File: config.mk
export PLATFORM = sky130hd
export DESIGN_NAME = bus_handshake
export DESIGN_NICKNAME = d
export VERILOG_FILES = /design/src/verilog/hs_coding_pkg.sv /design/src/verilog/cmd_decoder.sv /design/src/verilog/settle_timer.sv /design/src/verilog/bus_handshake.sv
export SDC_FILE = /design/constraint.sdc
export NUM_CORES = 1
export LEC_CHECK = 0
export ABC_AREA = 1
export BUFFER_PORTS_ARGS = -buffer_cell sky130_fd_sc_hd__buf_2
export CAP_MARGIN = 20
export CORE_MARGIN = 3
export CORE_UTILIZATION = 45
export CTS_CLUSTER_DIAMETER = 30
export DETAILED_ROUTE_END_ITERATION = 10
export GPL_TIMING_DRIVEN = 0
export PLACE_DENSITY = 0.71
export SKIP_CTS_REPAIR_TIMING = 1
export SYNTH_ARGS = -nofsm -noshare
export SYNTH_HDL_FRONTEND = slang
export SYNTH_HIERARCHICAL = 1
export SYNTH_SLANG_ARGS = --single-unit
File: constraint.sdc
create_clock -name ref_clk_i -period 2.8 [get_ports ref_clk_i]
set_input_delay 0.42 -clock ref_clk_i [delete_from_list [all_inputs] [get_ports ref_clk_i]]
set_output_delay 0.42 -clock ref_clk_i [all_outputs]
set_load 0.005 [all_outputs]
File: src/verilog/hs_coding_pkg.sv
// Purpose: Shared constants for the instrument bus message coding and handshake block.
// Assumes: Device pins are positive logic.
// Notes:   Command group codes live in bits 7..6 of a seven-bit command byte.
package hs_coding_pkg;

  // Width of a bus byte and of the command field.
  localparam int unsigned BYTE_W   = 8;
  localparam int unsigned CMD_W    = 7;
  localparam int unsigned ADDR_W   = 5;

  // Position of the group field inside the command byte.
  localparam int unsigned GRP_LSB  = 5;
  localparam int unsigned GRP_W    = 2;

  // Bits 7..6 group codes (bit 5 splits universal from addressed).
  localparam logic [1:0] GRP_PRIM  = 2'h0;
  localparam logic [1:0] GRP_LISTEN = 2'h1;
  localparam logic [1:0] GRP_TALK  = 2'h2;
  localparam logic [1:0] GRP_SEC   = 2'h3;

  // Bit that separates universal from addressed commands in the primary group.
  localparam int unsigned UNIV_BIT = 4;

  // Reserved all-ones address meaning unlisten or untalk.
  localparam logic [4:0] ADDR_ALL  = 5'h1F;

  // Default device address.
  localparam logic [4:0] ADDR_DFLT = 5'h00;

  // Clock rate and the settle time granted to the data lines before data valid is driven.
  localparam int unsigned CLK_HZ      = 20000000;
  localparam int unsigned SETTLE_NS   = 100;
  localparam int unsigned SETTLE_CYC  =
    (SETTLE_NS * (CLK_HZ / 1000000) + 999) / 1000 < 1 ? 1 :
    (SETTLE_NS * (CLK_HZ / 1000000) + 999) / 1000;

  // Source and acceptor handshake states.
  typedef enum logic [2:0] {
    SRC_IDLE,
    SRC_GEN,
    SRC_DLY,
    SRC_TRANS,
    SRC_WAIT
  } src_state_t;

  typedef enum logic [1:0] {
    ACC_IDLE,
    ACC_READY,
    ACC_ACCEPT,
    ACC_DONE
  } acc_state_t;

endpackage : hs_coding_pkg

File: src/verilog/cmd_decoder.sv
// Purpose: Decodes a command byte into address and group events.
// Assumes: valid_i is a one-cycle strobe in the accept state.
// Notes:   Outputs are registered one-cycle pulses.
`timescale 1ns/1ps
module cmd_decoder (
  input  wire logic       clk_i,       // System clock.
  input  wire logic       rst_n_i,     // Synchronised reset, active low.
  input  wire logic       valid_i,     // Byte strobe.
  input  wire logic [7:0] byte_i,      // Received command byte.
  input  wire logic [4:0] my_addr_i,   // This device's address.
  output logic            my_listen_o, // My listen address seen.
  output logic            my_talk_o,   // My talk address seen.
  output logic            unlisten_o,  // Unlisten seen.
  output logic            untalk_o,    // Untalk seen.
  output logic            other_talk_o,// Another device's talk address.
  output logic            univ_o,      // Universal command.
  output logic            addrd_o,     // Addressed command.
  output logic            sec_o        // Secondary command.
);

  // Group field from bits 7..6 of the seven bits kept.
  function automatic logic [1:0] grp_of(input logic [7:0] b);
    grp_of = b[hs_coding_pkg::GRP_LSB +: hs_coding_pkg::GRP_W];
  endfunction : grp_of

  logic [1:0] grp;  // Group of the current byte.
  logic [4:0] adr;  // Five low address bits.
  assign grp = grp_of(byte_i);
  assign adr = byte_i[hs_coding_pkg::ADDR_W-1:0];

  // Registered decode; bit 8 of the byte never takes part.
  always_ff @(posedge clk_i or negedge rst_n_i) begin
    if (!rst_n_i) begin
      my_listen_o  <= 1'b0;
      my_talk_o    <= 1'b0;
      unlisten_o   <= 1'b0;
      untalk_o     <= 1'b0;
      other_talk_o <= 1'b0;
      univ_o       <= 1'b0;
      addrd_o      <= 1'b0;
      sec_o        <= 1'b0;
    end else begin
      my_listen_o  <= valid_i && grp == hs_coding_pkg::GRP_LISTEN
                      && adr != hs_coding_pkg::ADDR_ALL && adr == my_addr_i;
      unlisten_o   <= valid_i && grp == hs_coding_pkg::GRP_LISTEN
                      && adr == hs_coding_pkg::ADDR_ALL;
      my_talk_o    <= valid_i && grp == hs_coding_pkg::GRP_TALK
                      && adr != hs_coding_pkg::ADDR_ALL && adr == my_addr_i;
      untalk_o     <= valid_i && grp == hs_coding_pkg::GRP_TALK
                      && adr == hs_coding_pkg::ADDR_ALL;
      other_talk_o <= valid_i && grp == hs_coding_pkg::GRP_TALK
                      && adr != hs_coding_pkg::ADDR_ALL && adr != my_addr_i;
      univ_o       <= valid_i && grp == hs_coding_pkg::GRP_PRIM
                      && byte_i[hs_coding_pkg::UNIV_BIT];
      addrd_o      <= valid_i && grp == hs_coding_pkg::GRP_PRIM
                      && !byte_i[hs_coding_pkg::UNIV_BIT];
      sec_o        <= valid_i && grp == hs_coding_pkg::GRP_SEC;
    end
  end

endmodule : cmd_decoder

File: src/verilog/settle_timer.sv
// Purpose: Counts a fixed settle time after a start pulse.
// Assumes: Start may retrigger at any time.
// Notes:   Done is a level that stays high until the next start.
`timescale 1ns/1ps
module settle_timer #(
  parameter int unsigned CYCLES = 2  // Cycles to wait.
) (
  input  wire logic clk_i,    // System clock.
  input  wire logic rst_n_i,  // Synchronised reset, active low.
  input  wire logic start_i,  // Restart the count.
  output logic      done_o    // Count finished.
);

  localparam int unsigned CW = $clog2(CYCLES + 1);
  logic [CW-1:0] cnt_q;  // Remaining cycles.

  // Load on start, then count down to zero.
  always_ff @(posedge clk_i or negedge rst_n_i) begin
    if (!rst_n_i) begin
      cnt_q <= '0;
    end else if (start_i) begin
      cnt_q <= CW'(CYCLES);
    end else if (cnt_q != '0) begin
      cnt_q <= cnt_q - 1'b1;
    end
  end

  assign done_o = (cnt_q == '0) && !start_i;

endmodule : settle_timer

File: src/verilog/bus_handshake.sv
// Purpose: Message coding and three-wire byte handshake for an instrument bus port.
// Assumes: Pins are positive logic; transceivers invert; inputs synchronous to ref_clk_i.
// Notes:   Talker, listener and controller state machines stay outside; this block
//          tracks only the addressed and primary state needed to qualify addressed and secondary commands.
//
// Contract
// - One multiline byte, many uniline lines at once
// - Command decode ignores data bit eight
// - Bits 7..6 = 01 is listen address
// - Listen all-ones address means unlisten
// - Bits 7..6 = 10 talk; all-ones untalk
// - Addressed commands only when already addressed
// - Secondary only right after a primary
// - Uniline messages act immediately, unqualified
// - Bytes valid only in transfer/accept states
// - Passive values drive line state zero
// - One full handshake per byte
// - Asynchronous pace set by slowest acceptor
// - Reset: data not valid, not ready, not accepted
// - Ready and accepted both high is error
// - Assert valid; acceptors drop ready
// - Accepted high only after slowest acceptor
// - Accepted seen: withdraw valid; then drop accepted
// - No step before previous step completes
// - Bus lines are negative logic
// - Device pins carry positive-logic complements
`timescale 1ns/1ps
module bus_handshake #(
  parameter int unsigned SETTLE = hs_coding_pkg::SETTLE_CYC  // Data settle cycles.
) (
  input  wire logic       ref_clk_i,     // System clock, 20 MHz.
  input  wire logic       nrst_i,        // Asynchronous reset, active low.
  // Local address and role.
  input  wire logic [4:0] my_addr_i,     // Device address.
  // Source side user port.
  input  wire logic       tx_valid_i,    // Byte to send.
  input  wire logic [7:0] tx_data_i,     // Byte value.
  output logic            tx_ready_o,    // Byte taken for sending.
  output logic            tx_done_o,     // Byte accepted by all, pulse.
  output logic            src_err_o,     // No acceptor present, level.
  // Acceptor side user port.
  input  wire logic       rx_enable_i,   // Acceptor active (listening or ATN).
  input  wire logic       rx_hold_i,     // Local side not ready for more.
  output logic            rx_valid_o,    // Received byte strobe.
  output logic [7:0]      rx_data_o,     // Received byte.
  // Decoded command events.
  output logic            my_listen_o,   // Addressed to listen, pulse.
  output logic            my_talk_o,     // Addressed to talk, pulse.
  output logic            unlisten_o,    // Unlisten, pulse.
  output logic            untalk_o,      // Untalk, pulse.
  output logic            addrd_cmd_o,   // Qualified addressed command, pulse.
  output logic            univ_cmd_o,    // Universal command, pulse.
  output logic            sec_cmd_o,     // Qualified secondary command, pulse.
  output logic            listener_o,    // Device is addressed as listener.
  output logic            talker_o,      // Device is addressed as talker.
  // Uniline messages, positive logic.
  input  wire logic       atn_i,         // Attention.
  input  wire logic       ifc_i,         // Interface clear.
  input  wire logic       ren_i,         // Remote enable.
  output logic            atn_o,         // Attention seen.
  output logic            ifc_o,         // Interface clear seen.
  output logic            ren_o,         // Remote enable seen.
  // Handshake pins, positive logic complements of the bus lines.
  input  wire logic       dav_i,         // Data valid sensed.
  output logic            dav_o,         // Data valid driven.
  output logic            dav_oe_n_o,    // Drive enable for data valid, low drives.
  input  wire logic       rfd_i,         // Ready for data sensed.
  output logic            rfd_o,         // Ready for data driven.
  output logic            rfd_oe_n_o,    // Drive enable for ready, low drives.
  input  wire logic       dac_i,         // Data accepted sensed.
  output logic            dac_o,         // Data accepted driven.
  output logic            dac_oe_n_o,    // Drive enable for accepted, low drives.
  // Data lines, positive logic.
  input  wire logic [7:0] dio_i,         // Data lines sensed.
  output logic [7:0]      dio_o,         // Data lines driven.
  output logic            dio_oe_n_o     // Drive enable for data lines, low drives.
);

  ////////////////////////////////////////
  // Reset release.

  logic [1:0] rst_sync_q;  // Two-stage reset release.
  logic       rst_n;       // Released reset for the whole block.

  // Assertion is asynchronous, release waits for two edges.
  always_ff @(posedge ref_clk_i or negedge nrst_i) begin
    if (!nrst_i) begin
      rst_sync_q <= 2'h0;
    end else begin
      rst_sync_q <= {rst_sync_q[0], 1'b1};
    end
  end
  assign rst_n = rst_sync_q[1];

  ////////////////////////////////////////
  // Uniline messages.

  // Uniline lines pass straight through; they need no handshake qualification.
  assign atn_o = atn_i;
  assign ifc_o = ifc_i;
  assign ren_o = ren_i;

  ////////////////////////////////////////
  // Source handshake.

  hs_coding_pkg::src_state_t src_q;  // Source state.
  logic [7:0] tx_byte_q;             // Byte held on the data lines.
  logic       settle_go;             // Start of the data settle time.
  logic       settle_done;           // Data has settled.
  logic       src_err_q;             // Ready and accepted both high.

  // A fresh byte restarts the settle timer.
  assign settle_go  = (src_q == hs_coding_pkg::SRC_GEN);
  assign tx_ready_o = (src_q == hs_coding_pkg::SRC_IDLE) && !atn_i;

  settle_timer #(
    .CYCLES (SETTLE)
  ) u_settle (
    .clk_i   (ref_clk_i),
    .rst_n_i (rst_n),
    .start_i (settle_go),
    .done_o  (settle_done)
  );

  // Source sequence: take byte, settle, wait for ready, drive valid,
  // wait for accepted, withdraw valid, wait for accepted to drop.
  always_ff @(posedge ref_clk_i or negedge rst_n) begin
    if (!rst_n) begin
      src_q     <= hs_coding_pkg::SRC_IDLE;
      tx_byte_q <= 8'h00;
      tx_done_o <= 1'b0;
    end else begin
      tx_done_o <= 1'b0;
      case (src_q)
        hs_coding_pkg::SRC_IDLE: begin
          // Only one multiline byte may be offered at a time.
          if (tx_valid_i && !atn_i) begin
            tx_byte_q <= tx_data_i;
            src_q     <= hs_coding_pkg::SRC_GEN;
          end
        end
        hs_coding_pkg::SRC_GEN: begin
          src_q <= hs_coding_pkg::SRC_DLY;
        end
        hs_coding_pkg::SRC_DLY: begin
          // Wait until all acceptors are ready.
          if (settle_done && rfd_i && !dac_i) begin
            src_q <= hs_coding_pkg::SRC_TRANS;
          end
        end
        hs_coding_pkg::SRC_TRANS: begin
          // Accepted seen: withdraw valid.
          if (dac_i) begin
            src_q     <= hs_coding_pkg::SRC_WAIT;
            tx_done_o <= 1'b1;
          end
        end
        hs_coding_pkg::SRC_WAIT: begin
          // Next byte only once acceptors have dropped accepted.
          if (!dac_i) begin
            src_q <= hs_coding_pkg::SRC_IDLE;
          end
        end
        default: begin
          src_q <= hs_coding_pkg::SRC_IDLE;
        end
      endcase
    end
  end

  // Ready and accepted both high before valid: nobody listens.
  always_ff @(posedge ref_clk_i or negedge rst_n) begin
    if (!rst_n) begin
      src_err_q <= 1'b0;
    end else begin
      src_err_q <= (src_q == hs_coding_pkg::SRC_DLY) && rfd_i && dac_i;
    end
  end
  assign src_err_o = src_err_q;

  // Data valid only in transfer; data held until withdrawal.
  assign dav_o      = (src_q == hs_coding_pkg::SRC_TRANS);
  assign dav_oe_n_o = !dav_o;
  assign dio_o      = tx_byte_q;
  assign dio_oe_n_o = (src_q == hs_coding_pkg::SRC_IDLE);

  ////////////////////////////////////////
  // Acceptor handshake.

  hs_coding_pkg::acc_state_t acc_q;  // Acceptor state.
  logic rx_strobe;                   // Byte taken this cycle.

  assign rx_strobe = (acc_q == hs_coding_pkg::ACC_ACCEPT);

  // Acceptor sequence: ready, see valid, take byte, release accepted,
  // wait for valid to drop, then drop accepted again.
  always_ff @(posedge ref_clk_i or negedge rst_n) begin
    if (!rst_n) begin
      acc_q <= hs_coding_pkg::ACC_IDLE;
    end else begin
      case (acc_q)
        hs_coding_pkg::ACC_IDLE: begin
          if ((rx_enable_i || atn_i) && !rx_hold_i && !dav_i) begin
            acc_q <= hs_coding_pkg::ACC_READY;
          end
        end
        hs_coding_pkg::ACC_READY: begin
          // Valid seen: ready drops next state.
          if (dav_i) begin
            acc_q <= hs_coding_pkg::ACC_ACCEPT;
          end else if (!(rx_enable_i || atn_i)) begin
            acc_q <= hs_coding_pkg::ACC_IDLE;
          end
        end
        hs_coding_pkg::ACC_ACCEPT: begin
          acc_q <= hs_coding_pkg::ACC_DONE;
        end
        hs_coding_pkg::ACC_DONE: begin
          // Valid withdrawn: drop accepted before the next cycle.
          if (!dav_i) begin
            acc_q <= hs_coding_pkg::ACC_IDLE;
          end
        end
        default: begin
          acc_q <= hs_coding_pkg::ACC_IDLE;
        end
      endcase
    end
  end

  // Ready in the ready state; accepted after the byte is taken.
  assign rfd_o      = (acc_q == hs_coding_pkg::ACC_READY);
  assign dac_o      = (acc_q == hs_coding_pkg::ACC_DONE);
  assign rfd_oe_n_o = !rfd_o;
  assign dac_oe_n_o = !dac_o;

  // Received byte captured only in the accept state.
  always_ff @(posedge ref_clk_i or negedge rst_n) begin
    if (!rst_n) begin
      rx_data_o  <= 8'h00;
      rx_valid_o <= 1'b0;
    end else begin
      rx_valid_o <= rx_strobe && !atn_i;
      if (rx_strobe) begin
        rx_data_o <= dio_i;
      end
    end
  end

  ////////////////////////////////////////
  // Command decode.

  logic d_ml, d_mt, d_ul, d_ut, d_ot, d_un, d_ad, d_se;  // Raw decode pulses.
  logic cmd_strobe;     // Command byte taken under attention.

  assign cmd_strobe = rx_strobe && atn_i;

  cmd_decoder u_dec (
    .clk_i        (ref_clk_i),
    .rst_n_i      (rst_n),
    .valid_i      (cmd_strobe),
    .byte_i       (dio_i),
    .my_addr_i    (my_addr_i),
    .my_listen_o  (d_ml),
    .my_talk_o    (d_mt),
    .unlisten_o   (d_ul),
    .untalk_o     (d_ut),
    .other_talk_o (d_ot),
    .univ_o       (d_un),
    .addrd_o      (d_ad),
    .sec_o        (d_se)
  );

  logic lstn_q;     // Addressed as listener.
  logic talk_q;     // Addressed as talker.
  logic prim_q;     // Last command byte was a primary.
  logic cmd_seen_q; // A command byte is being decoded this cycle.

  // Address state; interface clear drops both roles at once.
  always_ff @(posedge ref_clk_i or negedge rst_n) begin
    if (!rst_n) begin
      lstn_q <= 1'b0;
      talk_q <= 1'b0;
    end else if (ifc_i) begin
      lstn_q <= 1'b0;
      talk_q <= 1'b0;
    end else begin
      if (d_ml) begin
        lstn_q <= 1'b1;
      end else if (d_ul) begin
        lstn_q <= 1'b0;
      end
      if (d_mt) begin
        talk_q <= 1'b1;
      end else if (d_ut || d_ot) begin
        talk_q <= 1'b0;
      end
    end
  end

  // Primary tracker: any non-secondary byte arms it, even another device's
  // listen address, which raises no decode pulse; a secondary consumes it.
  always_ff @(posedge ref_clk_i or negedge rst_n) begin
    if (!rst_n) begin
      cmd_seen_q <= 1'b0;
      prim_q     <= 1'b0;
    end else begin
      cmd_seen_q <= cmd_strobe;
      if (cmd_seen_q && !d_se) begin
        prim_q <= 1'b1;
      end else if (d_se || !atn_i) begin
        prim_q <= 1'b0;
      end
    end
  end

  assign listener_o  = lstn_q;
  assign talker_o    = talk_q;
  assign my_listen_o = d_ml;
  assign my_talk_o   = d_mt;
  assign unlisten_o  = d_ul;
  assign untalk_o    = d_ut;
  assign univ_cmd_o  = d_un;
  assign addrd_cmd_o = d_ad && (lstn_q || talk_q);
  assign sec_cmd_o   = d_se && prim_q;

  // Pin polarity: the bus is negative logic, inverted by the transceivers.
  // Nothing here inverts; every pin is the positive-logic complement.

endmodule : bus_handshake

==> summary.md <==
| Metric | Value |
|---|---|
| Main synth FF type | `dfrtp_1` |
| Post-synth ARST share | `1.00` |
| Critical path's top delay family | `flip-flops` |
| Layout cell share with drive strength beyond 1 | `0.353` |
| Worst skew pair latency | `0.29 ns` |
| Fmax | `0.569 GHz` |
| H-tree depth | `2` |
| CP Capture Type | `output port` |
| Vias per cell | `4.58` |
| DR vias | `1571` |
| Clk sink count | `40` |
| Number of flops mapped to enable cells by yosys | `0` |
| Gp weighted congestion | `0.783` |
| Worst slew margin | `0.472` |
| Final hold vios | `0` |
| Die Y | `~70 um` |
| CTS tree | `done` |
| Detail Route Antenna Nets | `0` |
| Top-count cell post-synth | `nand2_1` |
| Critical path class | `flop to output port` |
| Final setup vio count | `0` |
| Nets@finish | `between 300 and 400` |
| CP max stage delay | `around 0.45 ns` |
| Peak VDD IR | `roughly 0.57 mV` |
| Setup WS pre-CTS | `1.37 ns` |
| Critical-path cell list | `nor2_2 > nand2_1 > inv_2 > buf_2` |
| First-pass iteration count of the detailed router | `4` |
| Placed Instances | `335` |
| Leakage power | `1.38 nW` |
| Top-area cell type share of the netlist area | `0.542` |
| Yosys reg bits | `40` |
| P_int | `about 1.3 mW` |
| Core ar. | `0.00380 mm2` |
| Synthesized cell area | `0.00185 mm2` |
| Largest net degree at the start of global routing | `39` |
| Tcrit/Tclk final | `0.627` |
| FILL cells | `343` |
| Initial DRC count | `72` |
| Critical path required time | `between 2 and 2.5 ns` |
| CP max stage cell | `dfrtp_1` |
| Antenna cell count | `0` |
| RSZ-0062 raised after global routing | `false` |
| Unique masters post-synth | `23` |
| # IOs | `between 70 and 80` |
| R2R cell count | `8` |
| Max-slew violation count | `0` |
| Layout area overhead | `27.0%` |
| Routed wire length | `3.53 mm` |
| Std cell rows | `22` |
| Hold depth | `2` |
| Post-route DRC | `0` |
| Reg clk slew, reported paths | `0.08 ns` |
| Type of the worst min-delay path | `input pin to flop` |
| CTS root buf | `clkbuf_8` |
| Starting Density | `0.486` |
| Min Tclk post-route | `1.76 ns` |
| PD cells | `837 mW/mm2` |
| Area leader, netlist | `dfrtp_1` |
| Gr usage total | `0.155` |
| CP arrival | `roughly 1.3 ns` |
| Setup TNS | `0 ns` |
| Max cap viols | `0` |
| Vias in the first global route | `1470` |
| P_sw | `0.689 mW` |
| Worst Max-Slew Pin Slew | `0.792 ns` |
| Outcome | `completed` |
| Skew final | `0.00672 ns` |
| Sequential fraction of the synthesis area | `0.542` |
| Post-layout power | `1.96 mW` |
| Post-route insts no fill | `343` |
| Critical path depth | `4` |
| Ys Warns | `6` |
| Cells after synthesis | `approximately 220` |
| Share of power burned in registers | `0.443` |
| Top cells by area in the synthesized netlist | `dfrtp_1, nand2_1, inv_1, nor2_1, nand3_1` |
| Wire length per cell | `just over 10 um` |
| DP HPWL | `about 2.7 mm` |
| Sw Share | `0.351` |
| Worst hold slack | `0.309 ns` |
| Startpoint Class | `flop` |
| Initial antenna violation count | `0` |
| Worst-case clock buffer depth | `2` |
| Crit Path Max Fanout | `10` |
| Die Wd | `70.1 um` |
| Clk pwr share | `0.182` |
| Critical path buffers and inverters | `2` |
| Post-synth top cells | `nand2_1, dfrtp_1, inv_1` |
| Global route overflow | `0` |
| Comb power frac | `0.375` |
| Global-route wire length before repair | `6.09 mm` |
| Num CTS Buffers | `5` |
| Final WS setup | `1.04 ns` |
| Synthesized Nets | `251` |
| I/O Buffers | `69` |
| Post-Syn Area per Cell | `8.47 um2` |
| Die area | `a little under 0.005 mm2` |
## flip-flops by register name, indices dropped and copies added, names as in the netlist, named ones only
| register | count |
|---|---|
| listener_o | 1 |
| rst_sync_q | 2 |
| u_dec/addrd_o | 1 |
| u_dec/my_listen_o | 1 |
| u_settle/cnt_q | 2 |
| rx_data_o | 8 |
| dio_o | 8 |
| cmd_seen_q | 1 |
| rx_valid_o | 1 |
| u_dec/sec_o | 1 |
| prim_q | 1 |
| src_q | 3 |
| u_dec/untalk_o | 1 |
| acc_q | 1 |
| u_dec/my_talk_o | 1 |
| u_dec/univ_o | 1 |
| talker_o | 1 |
| tx_done_o | 1 |
| src_err_o | 1 |
| u_dec/unlisten_o | 1 |
| u_dec/other_talk_o | 1 |
## cell usage in the layout, fill, tap and decap left out, types with 2 or more instances in the layout
cell and count:
mux2_2 8, buf_4 3, nand3_1 19, inv_1 31, nor2_2 4, nor2_1 29
dfrtp_1 39, buf_2 69, clkbuf_8 5, inv_2 6, a21oi_1 5, nor2_4 2
nand2_1 59
## power groups by stage
stage | clock network [mW] | registers, mW | logic, mW
final | 0.357 | 0.870 | 0.735
after global placement | 0 | 0.878 | 0.732
after CTS | 0.371 | 0.873 | 0.749
after floorplan | 0 | 0.881 | 0.457
after detailed placement | 0 | 0.883 | 0.745
after global routing | 0.397 | 0.898 | 0.842
## cells by family (layout without fill, tap and decap cells)
group | Yosys count | after routing | share of synthesized area
AOI/OAI and AO/OA | 8 | 8 | 0.0237
xor gates and xnor gates | 1 | 1 | 0.00474
adders and majority gates | 1 | 1 | 0.00677
buffers and inverters | 41 | 118 | 0.0935
DFF | 40 | 40 | 0.542
muxes | 8 | 8 | 0.0488
other | 1 | 1 | 0.00203
and+or+nand+nor | 118 | 118 | 0.278
## through the flow
| stage | util | area (um2) |
|---|---|---|
| after detailed placement | 0.593 | 2250 |
| final | 0.617 | 2340 |
| after global routing | 0.617 | 2340 |
| after floorplan | - | 1850 |
| after global placement | 0.593 | 2250 |
| after CTS | 0.615 | 2330 |
## worst paths after layout
kind | from | endpoint | slack [ns]
worst max-delay path | src_q[2] | dio_oe_n_o | 1.04
worst min-delay path | ifc_i | talker_o | 0.31
worst max register to register | acc_q[0] | u_dec/my_talk_o | 1.39
worst min register to register | rst_sync_q[1] | u_settle/cnt_q[1] | 0.36
max in group asynchronous | rst_sync_q[1] | rx_data_o[2] | 1.94
min in group asynchronous | rst_sync_q[1] | u_settle/cnt_q[1] | 0.36
## per-layer routing
metal / GRT usage / routed length, um
met1: 0.189 / 1570
met2: 0.260 / 1680
met3: 0.0388 / 214
met4: 0.0638 / 68
met5: 0 / 0
## area by class of cell
cell class                      count  area (um2)  share of cell area
Tap cell                           48        60.1              0.0256
Clock inverter                      2        12.5             0.00534
Inverter                           37         139              0.0592
Buffer                              4        33.8              0.0144
Timing Repair Buffer               70         355               0.152
Sequential cell                    40        1000               0.427
Clock buffer                        5        68.8              0.0293
Multi-Input combinational cell    137         673               0.287
Note: power is estimated with default switching activity, not from simulation.
